===== config.mk =====
export PLATFORM = sky130hd
export DESIGN_NAME = pciu_top
export DESIGN_NICKNAME = d
export VERILOG_FILES = /design/src/rtl/pciu_pkg.sv /design/src/rtl/pciu_top.sv
export SDC_FILE = /design/constraint.sdc
export NUM_CORES = 1
export LEC_CHECK = 0
export ABC_CLOCK_PERIOD_IN_PS = 7000
export BUFFER_PORTS_ARGS = -buffer_cell sky130_fd_sc_hd__buf_2
export CAP_MARGIN = 20
export CORE_ASPECT_RATIO = 0.75
export CORE_MARGIN = 5
export CORE_UTILIZATION = 25
export DETAILED_ROUTE_END_ITERATION = 7
export HOLD_SLACK_MARGIN = 0.03
export PLACE_DENSITY = 0.44
export SETUP_SLACK_MARGIN = 0.2
export SYNTH_ARGS = -nofsm -noshare
export SYNTH_HDL_FRONTEND = slang
export SYNTH_SLANG_ARGS = --single-unit

===== constraint.sdc =====
create_clock -name ref_clk -period 7 [get_ports ref_clk]
set_clock_uncertainty 0.2 [all_clocks]
set_input_delay 0.35 -clock ref_clk [delete_from_list [all_inputs] [get_ports ref_clk]]
set_output_delay 0.35 -clock ref_clk [all_outputs]
set_load 0.01 [all_outputs]

===== src/rtl/pciu_pkg.sv =====
// Shared constants and types of the pin change interrupt unit
package pciu_pkg;

  // Register indices; the byte address on the bus is four times the index
  localparam logic [7:0] IDX_FLAG = 8'h3b;
  localparam logic [7:0] IDX_CTRL = 8'h68;
  localparam logic [7:0] IDX_MASK_B = 8'h6b;
  localparam logic [7:0] IDX_MASK_C = 8'h6c;
  localparam logic [7:0] IDX_MASK_D = 8'h6d;
  localparam logic [7:0] IDX_MASK_E = 8'h73;
  localparam logic [7:0] IDX_EVT_STAT = 8'h80;
  localparam logic [7:0] IDX_EVT_EN = 8'h81;
  localparam logic [7:0] IDX_EVT_CLR = 8'h82;

  // Layout: group n sits in bit n of control, flag and event registers
  localparam int GROUPS = 4;
  localparam int PINS_PER_GROUP = 8;
  localparam int GROUP_LSB = 0;
  localparam int GROUP_MSB = 3;

  // Reset values
  localparam logic [3:0] CTRL_RST = 4'h0;
  localparam logic [3:0] FLAG_RST = 4'h0;
  localparam logic [7:0] MASK_RST = 8'h00;
  localparam logic [3:0] EVT_RST = 4'h0;

  // Pins that exist per group (E, D, C, B); bit 7 of C and E is reserved
  localparam logic [3:0][7:0] PIN_IMPL = {8'h7f, 8'hff, 8'h7f, 8'hff};

  // Pin synchroniser depth and the settling time before changes count
  localparam int SYNC_STAGES = 3;
  localparam logic [1:0] ARM_CYCLES = 2'h3;

  // AHB transfer encodings used by the slave
  localparam logic [1:0] HTRANS_NONSEQ = 2'h2;
  localparam logic [2:0] HSIZE_WORD = 3'h2;

  // Pad levels of the four ports, port B in the low byte
  typedef struct packed {
    logic [7:0] portE;
    logic [7:0] portD;
    logic [7:0] portC;
    logic [7:0] portB;
  } pciu_pins_t;

  // Complete state of the unit
  typedef struct packed {
    logic [3:0][7:0] sync1;
    logic [3:0][7:0] sync2;
    logic [3:0][7:0] sync3;
    logic [3:0][7:0] level;
    logic [1:0] armCnt;
    logic [3:0][7:0] mask;
    logic [3:0] ctrl;
    logic [3:0] flag;
    logic [3:0] evtStat;
    logic [3:0] evtEn;
    logic wrPend;
    logic [7:0] wrIdx;
    logic [31:0] rdata;
  } pciu_state_t;

endpackage : pciu_pkg


===== src/rtl/pciu_top.sv =====
// Operation
// RL1: Control register bits 3..0 enable groups E, D, C and B.
// RL2: A group request needs its enable bit and the global enable.
// RL3: With its enable bit clear a group never requests, whatever else.
// RL4: A change on a masked-in pin sets its group flag, B=0 to E=3.
// RL5: Flag, group enable and global enable together request that entry.
// RL6: Servicing a group's interrupt clears that group's flag.
// RL7: Writing 1 to a flag bit clears it; writing 0 leaves it.
// RL8: Flag register holds flags in bits 3..0; bits 7..4 read zero.
// RL9: Port B mask: bit n enables change detection on port B pin n.
// RL10: Port C mask: bits 6..0 enable port C pins; bit 7 reserved.
// RL11: A pin whose mask bit is 0 never sets its group flag.
// RL12: Pins driven as outputs are still watched, giving software interrupts.
// RL13: Pin changes are seen without a clock, as a wake-up source.
// RL14: Port D mask: bit n enables port D pin n, setting flag 2.
// RL15: Port E mask: bits 6..0 enable port E pins; bit 7 reserved.
// RL16: Pins are synchronised and compared with their previous sample.
// RL17: A new change beats a clear of the same flag in one cycle.
//
// Implementation choice: the AHB-Lite interface to the registers.
`timescale 1ns/1ps

module pciu_top #(
  parameter int ADDR_W = 12,
  parameter int PIN_W = pciu_pkg::PINS_PER_GROUP
) (
  input wire logic ref_clk,
  input wire logic rstn,
  input wire logic hsel,
  input wire logic [ADDR_W-1:0] haddr,
  input wire logic [1:0] htrans,
  input wire logic hwrite,
  input wire logic [2:0] hsize,
  input wire logic [31:0] hwdata,
  input wire logic hready,
  output logic hreadyout,
  output logic hresp,
  output logic [31:0] hrdata,
  input wire pciu_pkg::pciu_pins_t pinsIn,
  input wire logic globalIrqEn,
  input wire logic [3:0] groupAck,
  output logic [3:0] groupIrq,
  output logic pinWake,
  output logic irq
);

  // Refuse geometries the register layout cannot carry
  if (PIN_W != pciu_pkg::PINS_PER_GROUP) begin : gPinCheck
    $error("pciu_top: PIN_W must equal eight");
  end
  if (ADDR_W < 10) begin : gAddrCheck
    $error("pciu_top: ADDR_W too small for the register map");
  end

  // Reset release through two flops; assertion stays asynchronous
  logic rstSync1_q;
  logic rstSyncN_q;
  always_ff @(posedge ref_clk or negedge rstn) begin
    if (!rstn) begin
      rstSync1_q <= 1'b0;
      rstSyncN_q <= 1'b0;
    end else begin
      rstSync1_q <= 1'b1;
      rstSyncN_q <= rstSync1_q;
    end
  end

  pciu_pkg::pciu_state_t st_q;
  pciu_pkg::pciu_state_t st_d;

  // Pads viewed as one byte lane per group, group 0 = port B
  logic [3:0][7:0] pinArr;
  assign pinArr = pinsIn;

  logic armed;
  assign armed = (st_q.armCnt == pciu_pkg::ARM_CYCLES);

  // Per-group filtering, change detection and clockless wake path
  logic [3:0][7:0] levelNext;
  logic [3:0] groupChange;
  logic [3:0] groupWake;
  for (genvar g = 0; g < pciu_pkg::GROUPS; g++) begin : gGroup
    logic [7:0] agree;
    logic [7:0] diff;
    // A pin moves only once the second and third stages agree
    assign agree = ~(st_q.sync2[g] ^ st_q.sync3[g]);
    assign levelNext[g] = (agree & st_q.sync3[g]) |
                          (~agree & st_q.level[g]); // [RL16]
    // Output pins are read back from the pad like inputs
    assign diff = levelNext[g] ^ st_q.level[g]; // [RL12]
    // Only masked-in pins may raise the group flag
    assign groupChange[g] = armed & (|(diff & st_q.mask[g])); // [RL4] [RL11]
    // Raw pad against last level, no clock edge needed to see it
    assign groupWake[g] = |((pinArr[g] ^ st_q.level[g]) &
                            st_q.mask[g]); // [RL13]
  end

  // Asynchronous wake request, ignored until the levels have settled
  assign pinWake = armed & (|groupWake); // [RL13]

  // Address phase taken when the slave is selected and the bus is ready
  logic addrPhase;
  logic [7:0] addrIdx;
  assign addrPhase = hsel & hready & (htrans == pciu_pkg::HTRANS_NONSEQ);
  assign addrIdx = haddr[9:2];

  // Decoded data-phase write strobes
  logic wrCtrl;
  logic wrFlag;
  logic wrMaskB;
  logic wrMaskC;
  logic wrMaskD;
  logic wrMaskE;
  logic wrEvtEn;
  logic wrEvtClr;
  assign wrCtrl = st_q.wrPend & (st_q.wrIdx == pciu_pkg::IDX_CTRL);
  assign wrFlag = st_q.wrPend & (st_q.wrIdx == pciu_pkg::IDX_FLAG);
  assign wrMaskB = st_q.wrPend & (st_q.wrIdx == pciu_pkg::IDX_MASK_B);
  assign wrMaskC = st_q.wrPend & (st_q.wrIdx == pciu_pkg::IDX_MASK_C);
  assign wrMaskD = st_q.wrPend & (st_q.wrIdx == pciu_pkg::IDX_MASK_D);
  assign wrMaskE = st_q.wrPend & (st_q.wrIdx == pciu_pkg::IDX_MASK_E);
  assign wrEvtEn = st_q.wrPend & (st_q.wrIdx == pciu_pkg::IDX_EVT_EN);
  assign wrEvtClr = st_q.wrPend & (st_q.wrIdx == pciu_pkg::IDX_EVT_CLR);

  // Flag clears from software and from interrupt service
  logic [3:0] flagSwClr;
  logic [3:0] flagClr;
  logic [3:0] evtClr;
  assign flagSwClr = wrFlag ? hwdata[3:0] : 4'h0; // [RL7]
  assign flagClr = flagSwClr | groupAck; // [RL6]
  assign evtClr = wrEvtClr ? hwdata[3:0] : 4'h0;

  // Next state of the whole unit
  always_comb begin
    st_d = st_q;

    // Three-stage pad synchroniser and filtered levels
    st_d.sync1 = pinArr;
    st_d.sync2 = st_q.sync1;
    st_d.sync3 = st_q.sync2;
    st_d.level = levelNext;

    // Hold off change reporting until the pipeline holds real samples
    if (!armed) begin
      st_d.armCnt = st_q.armCnt + 2'h1;
    end

    // Register writes land in the data phase; reserved bits are dropped
    if (wrCtrl) begin
      st_d.ctrl = hwdata[pciu_pkg::GROUP_MSB:pciu_pkg::GROUP_LSB]; // [RL1]
    end
    if (wrMaskB) begin
      st_d.mask[0] = hwdata[7:0] & pciu_pkg::PIN_IMPL[0]; // [RL9]
    end
    if (wrMaskC) begin
      st_d.mask[1] = hwdata[7:0] & pciu_pkg::PIN_IMPL[1]; // [RL10]
    end
    if (wrMaskD) begin
      st_d.mask[2] = hwdata[7:0] & pciu_pkg::PIN_IMPL[2]; // [RL14]
    end
    if (wrMaskE) begin
      st_d.mask[3] = hwdata[7:0] & pciu_pkg::PIN_IMPL[3]; // [RL15]
    end
    if (wrEvtEn) begin
      st_d.evtEn = hwdata[3:0];
    end

    // Set wins over clear so a change in the clearing cycle survives
    st_d.flag = (st_q.flag & ~flagClr) | groupChange; // [RL4] [RL17]
    st_d.evtStat = (st_q.evtStat & ~evtClr) | groupChange; // [RL17]

    // A write occupies one data phase only
    st_d.wrPend = 1'b0;
    st_d.rdata = 32'h0000_0000;
    if (addrPhase) begin
      st_d.wrPend = hwrite & (hsize == pciu_pkg::HSIZE_WORD);
      st_d.wrIdx = addrIdx;
    end

    // Read data taken from the next state so a write just ahead shows
    if (addrPhase && !hwrite) begin
      unique case (addrIdx)
        pciu_pkg::IDX_CTRL: begin
          st_d.rdata = {28'h0000000, st_d.ctrl};
        end
        pciu_pkg::IDX_FLAG: begin
          st_d.rdata = {28'h0000000, st_d.flag}; // [RL8]
        end
        pciu_pkg::IDX_MASK_B: begin
          st_d.rdata = {24'h000000, st_d.mask[0]};
        end
        pciu_pkg::IDX_MASK_C: begin
          st_d.rdata = {24'h000000, st_d.mask[1]};
        end
        pciu_pkg::IDX_MASK_D: begin
          st_d.rdata = {24'h000000, st_d.mask[2]};
        end
        pciu_pkg::IDX_MASK_E: begin
          st_d.rdata = {24'h000000, st_d.mask[3]};
        end
        pciu_pkg::IDX_EVT_STAT: begin
          st_d.rdata = {28'h0000000, st_d.evtStat};
        end
        pciu_pkg::IDX_EVT_EN: begin
          st_d.rdata = {28'h0000000, st_d.evtEn};
        end
        default: begin
          // Clear register and unmapped words read as zero
          st_d.rdata = 32'h0000_0000;
        end
      endcase
    end
  end

  // State register on the synchronised reset
  always_ff @(posedge ref_clk or negedge rstSyncN_q) begin
    if (!rstSyncN_q) begin
      st_q.sync1 <= '0;
      st_q.sync2 <= '0;
      st_q.sync3 <= '0;
      st_q.level <= '0;
      st_q.armCnt <= 2'h0;
      st_q.mask <= {4{pciu_pkg::MASK_RST}};
      st_q.ctrl <= pciu_pkg::CTRL_RST;
      st_q.flag <= pciu_pkg::FLAG_RST;
      st_q.evtStat <= pciu_pkg::EVT_RST;
      st_q.evtEn <= pciu_pkg::EVT_RST;
      st_q.wrPend <= 1'b0;
      st_q.wrIdx <= 8'h00;
      st_q.rdata <= 32'h0000_0000;
    end else begin
      st_q <= st_d;
    end
  end

  // Vector request: flag gated by group enable and the core's global enable
  assign groupIrq = st_q.flag & st_q.ctrl &
                    {4{globalIrqEn}}; // [RL2] [RL3] [RL5]

  // Level interrupt from enabled sticky event bits
  assign irq = |(st_q.evtStat & st_q.evtEn);

  // Zero-wait slave that always answers OKAY
  assign hreadyout = 1'b1;
  assign hresp = 1'b0;
  assign hrdata = st_q.rdata;

endmodule : pciu_top


==> results by stage, run 1 <==
STA:
- The tightest slew margin relative to the limit is 26.2%.
- The maximum achievable frequency is about 320 MHz.
- The routed design could run at a clock period as short as ~3.2 ns.
- Setup repair after global routing left no endpoint under its margin.
- The final max-slew violation count was 0.
- The final critical path takes up between 40% and 50% of the cycle.
- The number of failing hold endpoints at the final stage is 0.
- Setup violations remaining at the end of the flow were counted as 0.
- The accumulated negative setup slack is 0 ns.
- For the pin with the worst max-slew slack, the measured transition is between 1 and 1.5 ns.

Placement:
- The post-DP HPWL is 15600 um.
- The number of buffers added on ports is 76.
- The congestion estimate from routability-driven global placement came to 0.772.

CTS:
- The clock-pin slew on the worst setup and hold paths is around 0.070 ns.
- The clock tree buffer depth is 2.
- The level count of the clock H-tree is 4.
- Once the clock tree was built, the setup fixing pass inserted 0 buffers.
- The CTS tree is done.
- Clock tree synthesis selected as its root buffer the cell clkbuf_16.
- Clock tree synthesis found a total of approximately 200 sinks.
- The later pin in the worst-skew pair is clocked with a latency of roughly 0.45 ns.
- The number of buffers created by CTS is 17.

Global routing:
- The number of antenna violations at the first check in global routing is 1.
- The global router's overall resource usage is approximately 12%.
- The first-pass GRT wire length is around 33000 um.
- The via count of the first global-routing pass is 5267.
- The overall overflow remaining after global route is 0.
- Entering global routing, the biggest net connects approximately 120 pins.

Route:
- The routed length per instance is 18.3 um.
- The routed layout has 5298 vias.
- The highest layer touched by signal routing is met5.
- The antenna violation net count after detailed routing is 0.
- For this block, the routed nets add up to 21400 um of wire.
- The routed length on met3 is about 1100 um.
- The detail-routed via count per cell is ~4.5.
- For this block, the initial DRC count from the detailed router was between 300 and 400.
- Summed over all nets, wire length on met2 after detailed routing comes to 8720 um.
- In the final routing, the length of wire on met1 measures around 11000 um.
- For this run, design rule violations remaining after detail routing come to 0.
- The iteration count of the initial detailed-routing pass is 5.

Logic synthesis:
- For this run, the register share of the synthesized area comes to 61.5%.
- The average cell area after synthesis is 13.0 sq um.
- Counting instances in the post-synthesis netlist gives the leading cell types as dfrtp_1 (197), nor2_1 (47), mux2_2 (43).
- Counting flops and latches in the post-synthesis netlist gives 197.
- Yosys instantiated no cell more often than dfrtp_1.
- The synthesized netlist contains 51 unique library cells.
- By area the synthesized netlist is led by dfrtp_1 (62%), mux2_2 (6.0%), xor2_1 (3.5%), buf_4 (3.2%), and4b_1 (2.2%).
- The post-synthesis cell type with the largest combined area is dfrtp_1.
- Among all flip-flop cells after synthesis, the most frequent one is dfrtp_1.
- The fraction of synthesized cell area taken by the top area cell type is 61.5%.
- Summing every instance area after synthesis gives 8020 sq um.
- For this run, asynchronously set or reset flops after synthesis account for 100%.
- Yosys mapped a number of flops with a built-in enable equal to 0.
- The cell count after synthesis came out at 618.
- Yosys printed 0 warnings.

Critical path:
- The top cell family by delay on the critical path is compound AO/OA/AOI/OAI gates.
- The critical path is of the input port to output pin type.
- The required time of the worst setup path is between 6 and 7 ns.
- The slowest cell on the critical path is a221oi_1.
- The largest single stage delay on the critical path is 0.55 ns.
- In this run the worst path has a maximum fanout of 2.
- The critical path buffer and inverter count is 3.
- The kind of capture point of the worst setup path is an output pin.
- The signal on the critical path passes through dlygate4sd3_1 -> buf_2 -> xor2_1 -> a22o_1 -> a221oi_1 -> nand4_1 -> o31a_1 -> buf_2.
- The element type at the critical path start is an input port.
- Data on the critical path arrives at its endpoint at 2.60 ns.
- By instance count, the cell type seen most on the critical path is buf_2.

Pwr:
- The worst-case IR drop observed on VDD is 141 uV.
- In this run the static leakage power is around 4.3 nW.
- Internal power comes to about 1.9 mW.
- The total power divided by cell area is approximately 250 nW/um^2.
- The part of the total power dissipated in sequential elements is roughly half.
- The switching share of power is 24.9%.
- The fraction of power consumed by combinational cells is 7.4%.
- Per report_power, the clock group accounts for about two fifths of the total.
- In this run the power spent charging and discharging nets is 0.618 mW.
- The design draws 2.48 mW.

Final layout:
- The number of diodes added for antenna fixing is 0.
- From synthesis to final layout, the design area changed by 23.1%.
- Cells with a size suffix above 1 make up between 20% and 30% of the layout.
- The net count of the finished layout is approximately 840.

Floorplan:
- For this design the top-level I/O count stands at 131.
- The die extent in y is about 170 um.
- In this run the core area contains 56 standard-cell rows.
- The initial standard-cell utilization of the core is 25.5%.
- The area enclosed by the die boundary is 35800 sq um.
- The area of the placeable core is ~31000 sq um.
- In this run the horizontal extent of the chip is 217 um.

Run status:
- The run finished with clean final reports.

Min path:
- The classification of the worst-slack hold path is input port to flop.

Run:
- The max-cap check violation count is 0.
-- per-stage QoR --
step	utilization (%)	hold slack [ns]	setup WS (ns)	cell area, sq um	instances
after floorplan	-	-0.146	0.904	8110	643
after global placement	27.8	-0.0636	4.11	8750	1087
after detailed placement	27.8	-0.0617	4.08	8750	1087
after CTS	31.4	0.0524	3.89	9860	1169
after global routing	31.4	0.0739	3.83	9860	1169
final	31.4	0.0724	3.85	9860	1169
-- state kept, by name, indices dropped and copies added, names as in the netlist --
register / count
hrdata: 8
rstSync1_q: 1
rstSyncN_q: 1
st_d: 64
st_q: 123
-- layout make-up --
| type | instances | area [sq um] |
|---|---|---|
| Tap cell | 406 | 508 |
| Sequential cell | 197 | 4930 |
| Multi-Input combinational cell | 404 | 2890 |
| Fill cell | 3159 | 21600 |
| Inverter | 1 | 3.75 |
| Timing Repair Buffer | 129 | 916 |
| Clock buffer | 21 | 470 |
| Clock inverter | 11 | 140 |
-- worst reg2reg max path, stage by stage (launching register included) --
cell	delay, ns
dfrtp_1	0.43
and4b_1	0.31
nor3b_2	0.82
mux2_2	0.44
a22oi_1	0.17
a41oi_1	0.16
a221o_1	0.31
-- routing by layer --
| metal | GRT usage (%) | vias up |
|---|---|---|
| li1 | - | 2490 |
| met1 | 18.9 | 2665 |
| met2 | 16.8 | 123 |
| met3 | 3.15 | 18 |
| met4 | 3.52 | 2 |
| met5 | 0 | - |
-- path summary, 6_finish.rpt --
kind	startpoint	end	slack [ns]	cells past startpoint
max in group asynchronous	rstSyncN_q	st_q[123]	5.14	1
worst min register to register	st_d[157]	st_d[125]	0.15	0
worst max register to register	st_q[39]	hrdata[2]	4.04	6
min in group asynchronous	rstSyncN_q	st_d[141]	0.29	0
worst max-delay path	pinsIn[11]	pinWake	3.85	8
worst min-delay path	haddr[3]	st_q[33]	0.07	2
-- cells in the final DEF (no fill, tap or decap), drive strengths merged, types with 6 or more instances in the layout --
| master | n |
|---|---|
| a21oi | 25 |
| a22oi | 20 |
| a31oi | 21 |
| and3 | 8 |
| and4b | 18 |
| buf | 79 |
| clkbuf | 21 |
| conb | 27 |
| dfrtp | 197 |
| dlygate4sd3 | 50 |
| maj3 | 11 |
| mux2 | 47 |
| nand2 | 33 |
| nand2b | 6 |
| nand3 | 10 |
| nand3b | 6 |
| nand4 | 9 |
| nand4b | 13 |
| nor2 | 47 |
| nor2b | 9 |
| nor4 | 6 |
| o31ai | 8 |
| xor2 | 32 |
-- kinds of logic after synthesis --
kind of cell | share of synthesized area [%]
other cells | 0.0937
mux | 6.70
compound gates | 9.38
simple gates | 13.6
flops | 61.5
xor+xnor | 3.61
buf+inv | 3.57
fa+ha+maj | 1.53
-- timing repair --
item                                   in CTS  in global routing
hold buffers                               50                  0
gates resized for setup                     0                  0
endpoints found under the hold margin      59                  0
-- power groups by stage --
stage | registers (mW) | logic, mW | clock network (mW)
2_1_floorplan | 1.28 | 0.109 | 0
3_3_place_gp | 1.30 | 0.164 | 0
3_5_place_dp | 1.30 | 0.165 | 0
4_1_cts | 1.27 | 0.188 | 1.05
5_1_grt | 1.29 | 0.208 | 1.10
6_report | 1.27 | 0.185 | 1.02
No activity file was read; power rests on OpenSTA's default activity.
==> inputs of run 2 (changes only) <==
Settings changed: ABC_CLOCK_PERIOD_IN_PS 7000 to 2600, PLACE_DENSITY 0.44 to 0.45.
Clock period 7 ns to 2.6 ns, I/O delays scaled along.
==> run 2 against run 1 <==
Total power increased to 2.7 times the previous value. Largest power group unchanged. Clock power increased to 2.6 times the previous value. Via count increased by 3.8%. Critical path depth decreased by 2.
==> results by stage, run 2 (synthesized netlist as in run 1, its figures left out) <==
Run status:
- The run finished with clean final reports.

STA:
- The worst hold slack is 0.0659 ns (-0.00657 ns).
- The number of failing hold endpoints at the final stage is 0 (unchanged).
- Setup repair after global routing could not meet its margin everywhere.
- The final number of setup-violating endpoints is 0 (unchanged).
- Static timing analysis puts the maximum clock frequency at 394 MHz.
- The share of the clock period used by the worst path is a little over nine tenths.
- The worst path needs 2.54 ns of the cycle, external delays included.
- The smallest setup slack after layout is 0.0615 ns (-3.79 ns).
- The measured slew at the worst slew-check pin is 0.664 ns (-0.433 ns).
- The tightest slew margin relative to the limit is 55.7% (+30 points).
- The final max-slew violation count is 0 (unchanged).

Route:
- The vias after detailed routing is 5497 (+3.8%).
- The routed length per instance is 18.2 um (-0.71%).
- The final wirelength is 22300 um (+4.2%).
- The antenna violation net count after detailed routing is 0 (unchanged).
- The DRC violation count after routing is 0 (unchanged).
- The iteration count of the initial detailed-routing pass is 5 (unchanged).
- The starting DRC count in detailed routing is 446 (+13%).
- The detail-routed via count per cell came to 4.48 (-1.1%).

Final layout:
- The number of flip-flops under the largest register name is 123 (unchanged).
- From synthesis to final layout, the design area changed by 30.9%.
- More flip-flops sit in one register than any other, and that register is st_q.
- The net count of the finished layout is 900 (+6.9%).
- The final instance area is 10500 sq um (+6.3%).
- The share of final-layout standard cells stronger than drive strength 1 was 28.7% (+7.1 points).
- The commonest non-fill, non-tap cell in the layout is dfrtp_1.
- The filler cell count in the final layout is 3131 (-0.89%).
- The top cell types in the final layout, fill and taps aside, are dfrtp_1 (192), buf_2 (76), dlygate4sd3_1 (58), nor2_1 (47), buf_4 (46).
- The final core utilization is 33.3% (+2.0 points).
- The number of diodes added for antenna fixing is 0 (unchanged).
- The footprint of the multi-input gates is 3040 sq um (+5.1%).
- The flip-flop and latch area is 4940 sq um (+0.10%).

Placement:
- The total placed instance area was 9090 sq um (+3.8%).
- The number of buffers added on ports is 76 (unchanged).
- The pre-CTS setup slack is 0.0544 ns (-4.02 ns).
- The weighted congestion at the end of routability-driven global placement came to 0.778 (+0.67%).
- The post-DP HPWL was 16300 um (+4.4%).

Critical path:
- The top cell family by delay on the critical path is simple AND/OR/NAND/NOR gates.
- The largest stage delay on the critical path is 0.58 ns (+0.03 ns).
- The critical path buffer and inverter count was 0 (-3).
- The required time of the worst setup path is 2.73 ns (-3.72 ns).
- The signal arrival time at the worst endpoint was 2.67 ns (+0.07 ns).
- The largest driver fanout on the critical path was 6 (+4).
- The worst setup path is launched from a flop.
- Among all stages on the critical path, the largest delay is contributed by or4_4.
- The worst setup path is captured at a flop.
- The critical path is of the flop to flop type.
- The critical path goes through nand2b_4 -> or4_4 -> mux2_4 -> a222oi_1 -> a31oi_1 -> a221o_1.

Floorplan:
- The area enclosed by the die boundary is 35800 sq um (unchanged).
- The width of the die was 217 um (unchanged).
- The die extent in y was 165 um (unchanged).
- The count of boundary I/O pins is 131 (unchanged).
- The number of rows in the core area was 56 (unchanged).
- The initial standard-cell utilization of the core was 25.5% (unchanged).
- The area of the placeable core was 31500 sq um (unchanged).

CTS:
- The level count of the clock H-tree was 4 (unchanged).
- The clock-pin slew on the worst setup and hold paths is 0.07 ns (about the same).
- The number of buffers created by CTS is 17 (unchanged).
- The CTS tree is done.
- The clock net sink count is 197 (unchanged).
- The clock tree buffer depth came to 2 (unchanged).
- The insertion delay of the later-clocked pin in the worst-skew pair came to 0.45 ns (about the same).
- The tree is rooted in a clkbuf_16.

Global routing:
- The global router's overall resource usage came to 12.7% (+0.48 points).
- The via count of the first global-routing pass came to 5521 (+4.8%).
- The largest net degree at the start of global routing is 43 (-65%).
- The first-pass GRT wire length is 34100 um (+4.7%).
- The overall overflow remaining after global route was 0 (unchanged).
- The number of antenna violations at the first check in global routing is 0 (-1).

Min path:
- The path class of the tightest hold or removal check is input port to flop.

Pwr:
- The total power divided by cell area is 635 nW/um^2 (+150%).
- The peak ir drop on the vdd network was 438 uV (+210%).
- The leakage power of the design is 4.65 nW (+7.4%).

Run:
- The max-cap check violation count came to 0 (unchanged).
==> run 2: cell types whose count changed in the layout (fill, tap and decap cells not counted), sizes merged <==
cell,previous run,this run
buf,79,129
clkbuf,21,20
clkinv,3,5
clkinvlp,2,3
bufinv,2,1
inv,5,4
dlygate4sd3,50,58
==> run 2: what timing repair did <==
action                                  in CTS  in global routing
hold endpoints to repair                    94                  0
endpoints found under the setup margin       6                  7
gates cloned                                 0                  0
buffers inserted                             8                  5
pin swaps                                    8                 12
hold buffers                                58                  0
gates resized for setup                     17                 11
==> run 2: area by class of cell <==
cell class                 count  share of cell area, %
clock buffer                  20                   4.35
clock inverter                12                   1.16
inverter                       1                 0.0358
multi-input combinational    404                   29.0
sequential                   197                   47.1
tap                          406                   4.84
timing repair buffer         187                   13.5
==> run 2: worst min-delay path, cell delays in order <==
cell and delay [ns]:
buf_2 0.07, nand4b_1 0.13, nor2_1 0.09, o31ai_4 0.14, a21oi_1 0.10
==> run 2: metrics by stage <==
step	instances	TNS (ns)	power (mW)
2_1_floorplan	643	0	3.76
3_3_place_gp	1124	0	3.97
3_5_place_dp	1124	0	3.97
4_1_cts	1222	0	6.74
5_1_grt	1227	-0.0153	6.97
6_report	1227	0	6.66
==> run 2: final timing paths <==
| check | startpoint | end | slack, ns | cells past startpoint |
|---|---|---|---|---|
| max in group asynchronous | rstSyncN_q | st_d[153] | 1.31 | 1 |
| min in group asynchronous | rstSyncN_q | st_d[170] | 0.16 | 0 |
| worst max-delay path | st_q[39] | hrdata[0] | 0.06 | 6 |
| worst min-delay path | htrans[0] | hrdata[5] | 0.07 | 5 |
| worst min register to register | st_d[181] | st_d[149] | 0.14 | 0 |
| worst max register to register | st_q[39] | hrdata[0] | 0.06 | 6 |
==> run 2: where the power goes <==
part / switching, mW / internal, mW / total (mW)
registers: 0.185 / 3.24 / 3.43
clock network: 1.23 / 1.39 / 2.62
logic: 0.295 / 0.322 / 0.617
total: 1.71 / 4.95 / 6.66
==> run 2: routing by layer <==
| metal | up-vias | wire length, um | GRT usage (%) |
|---|---|---|---|
| met2 | 116 | 9500 | 17.9 |
| met5 | - | 0 | 0 |
| met4 | 0 | 132 | 2.77 |
| li1 | 2601 | - | - |
| met3 | 14 | 1010 | 3.06 |
| met1 | 2766 | 11700 | 19.7 |
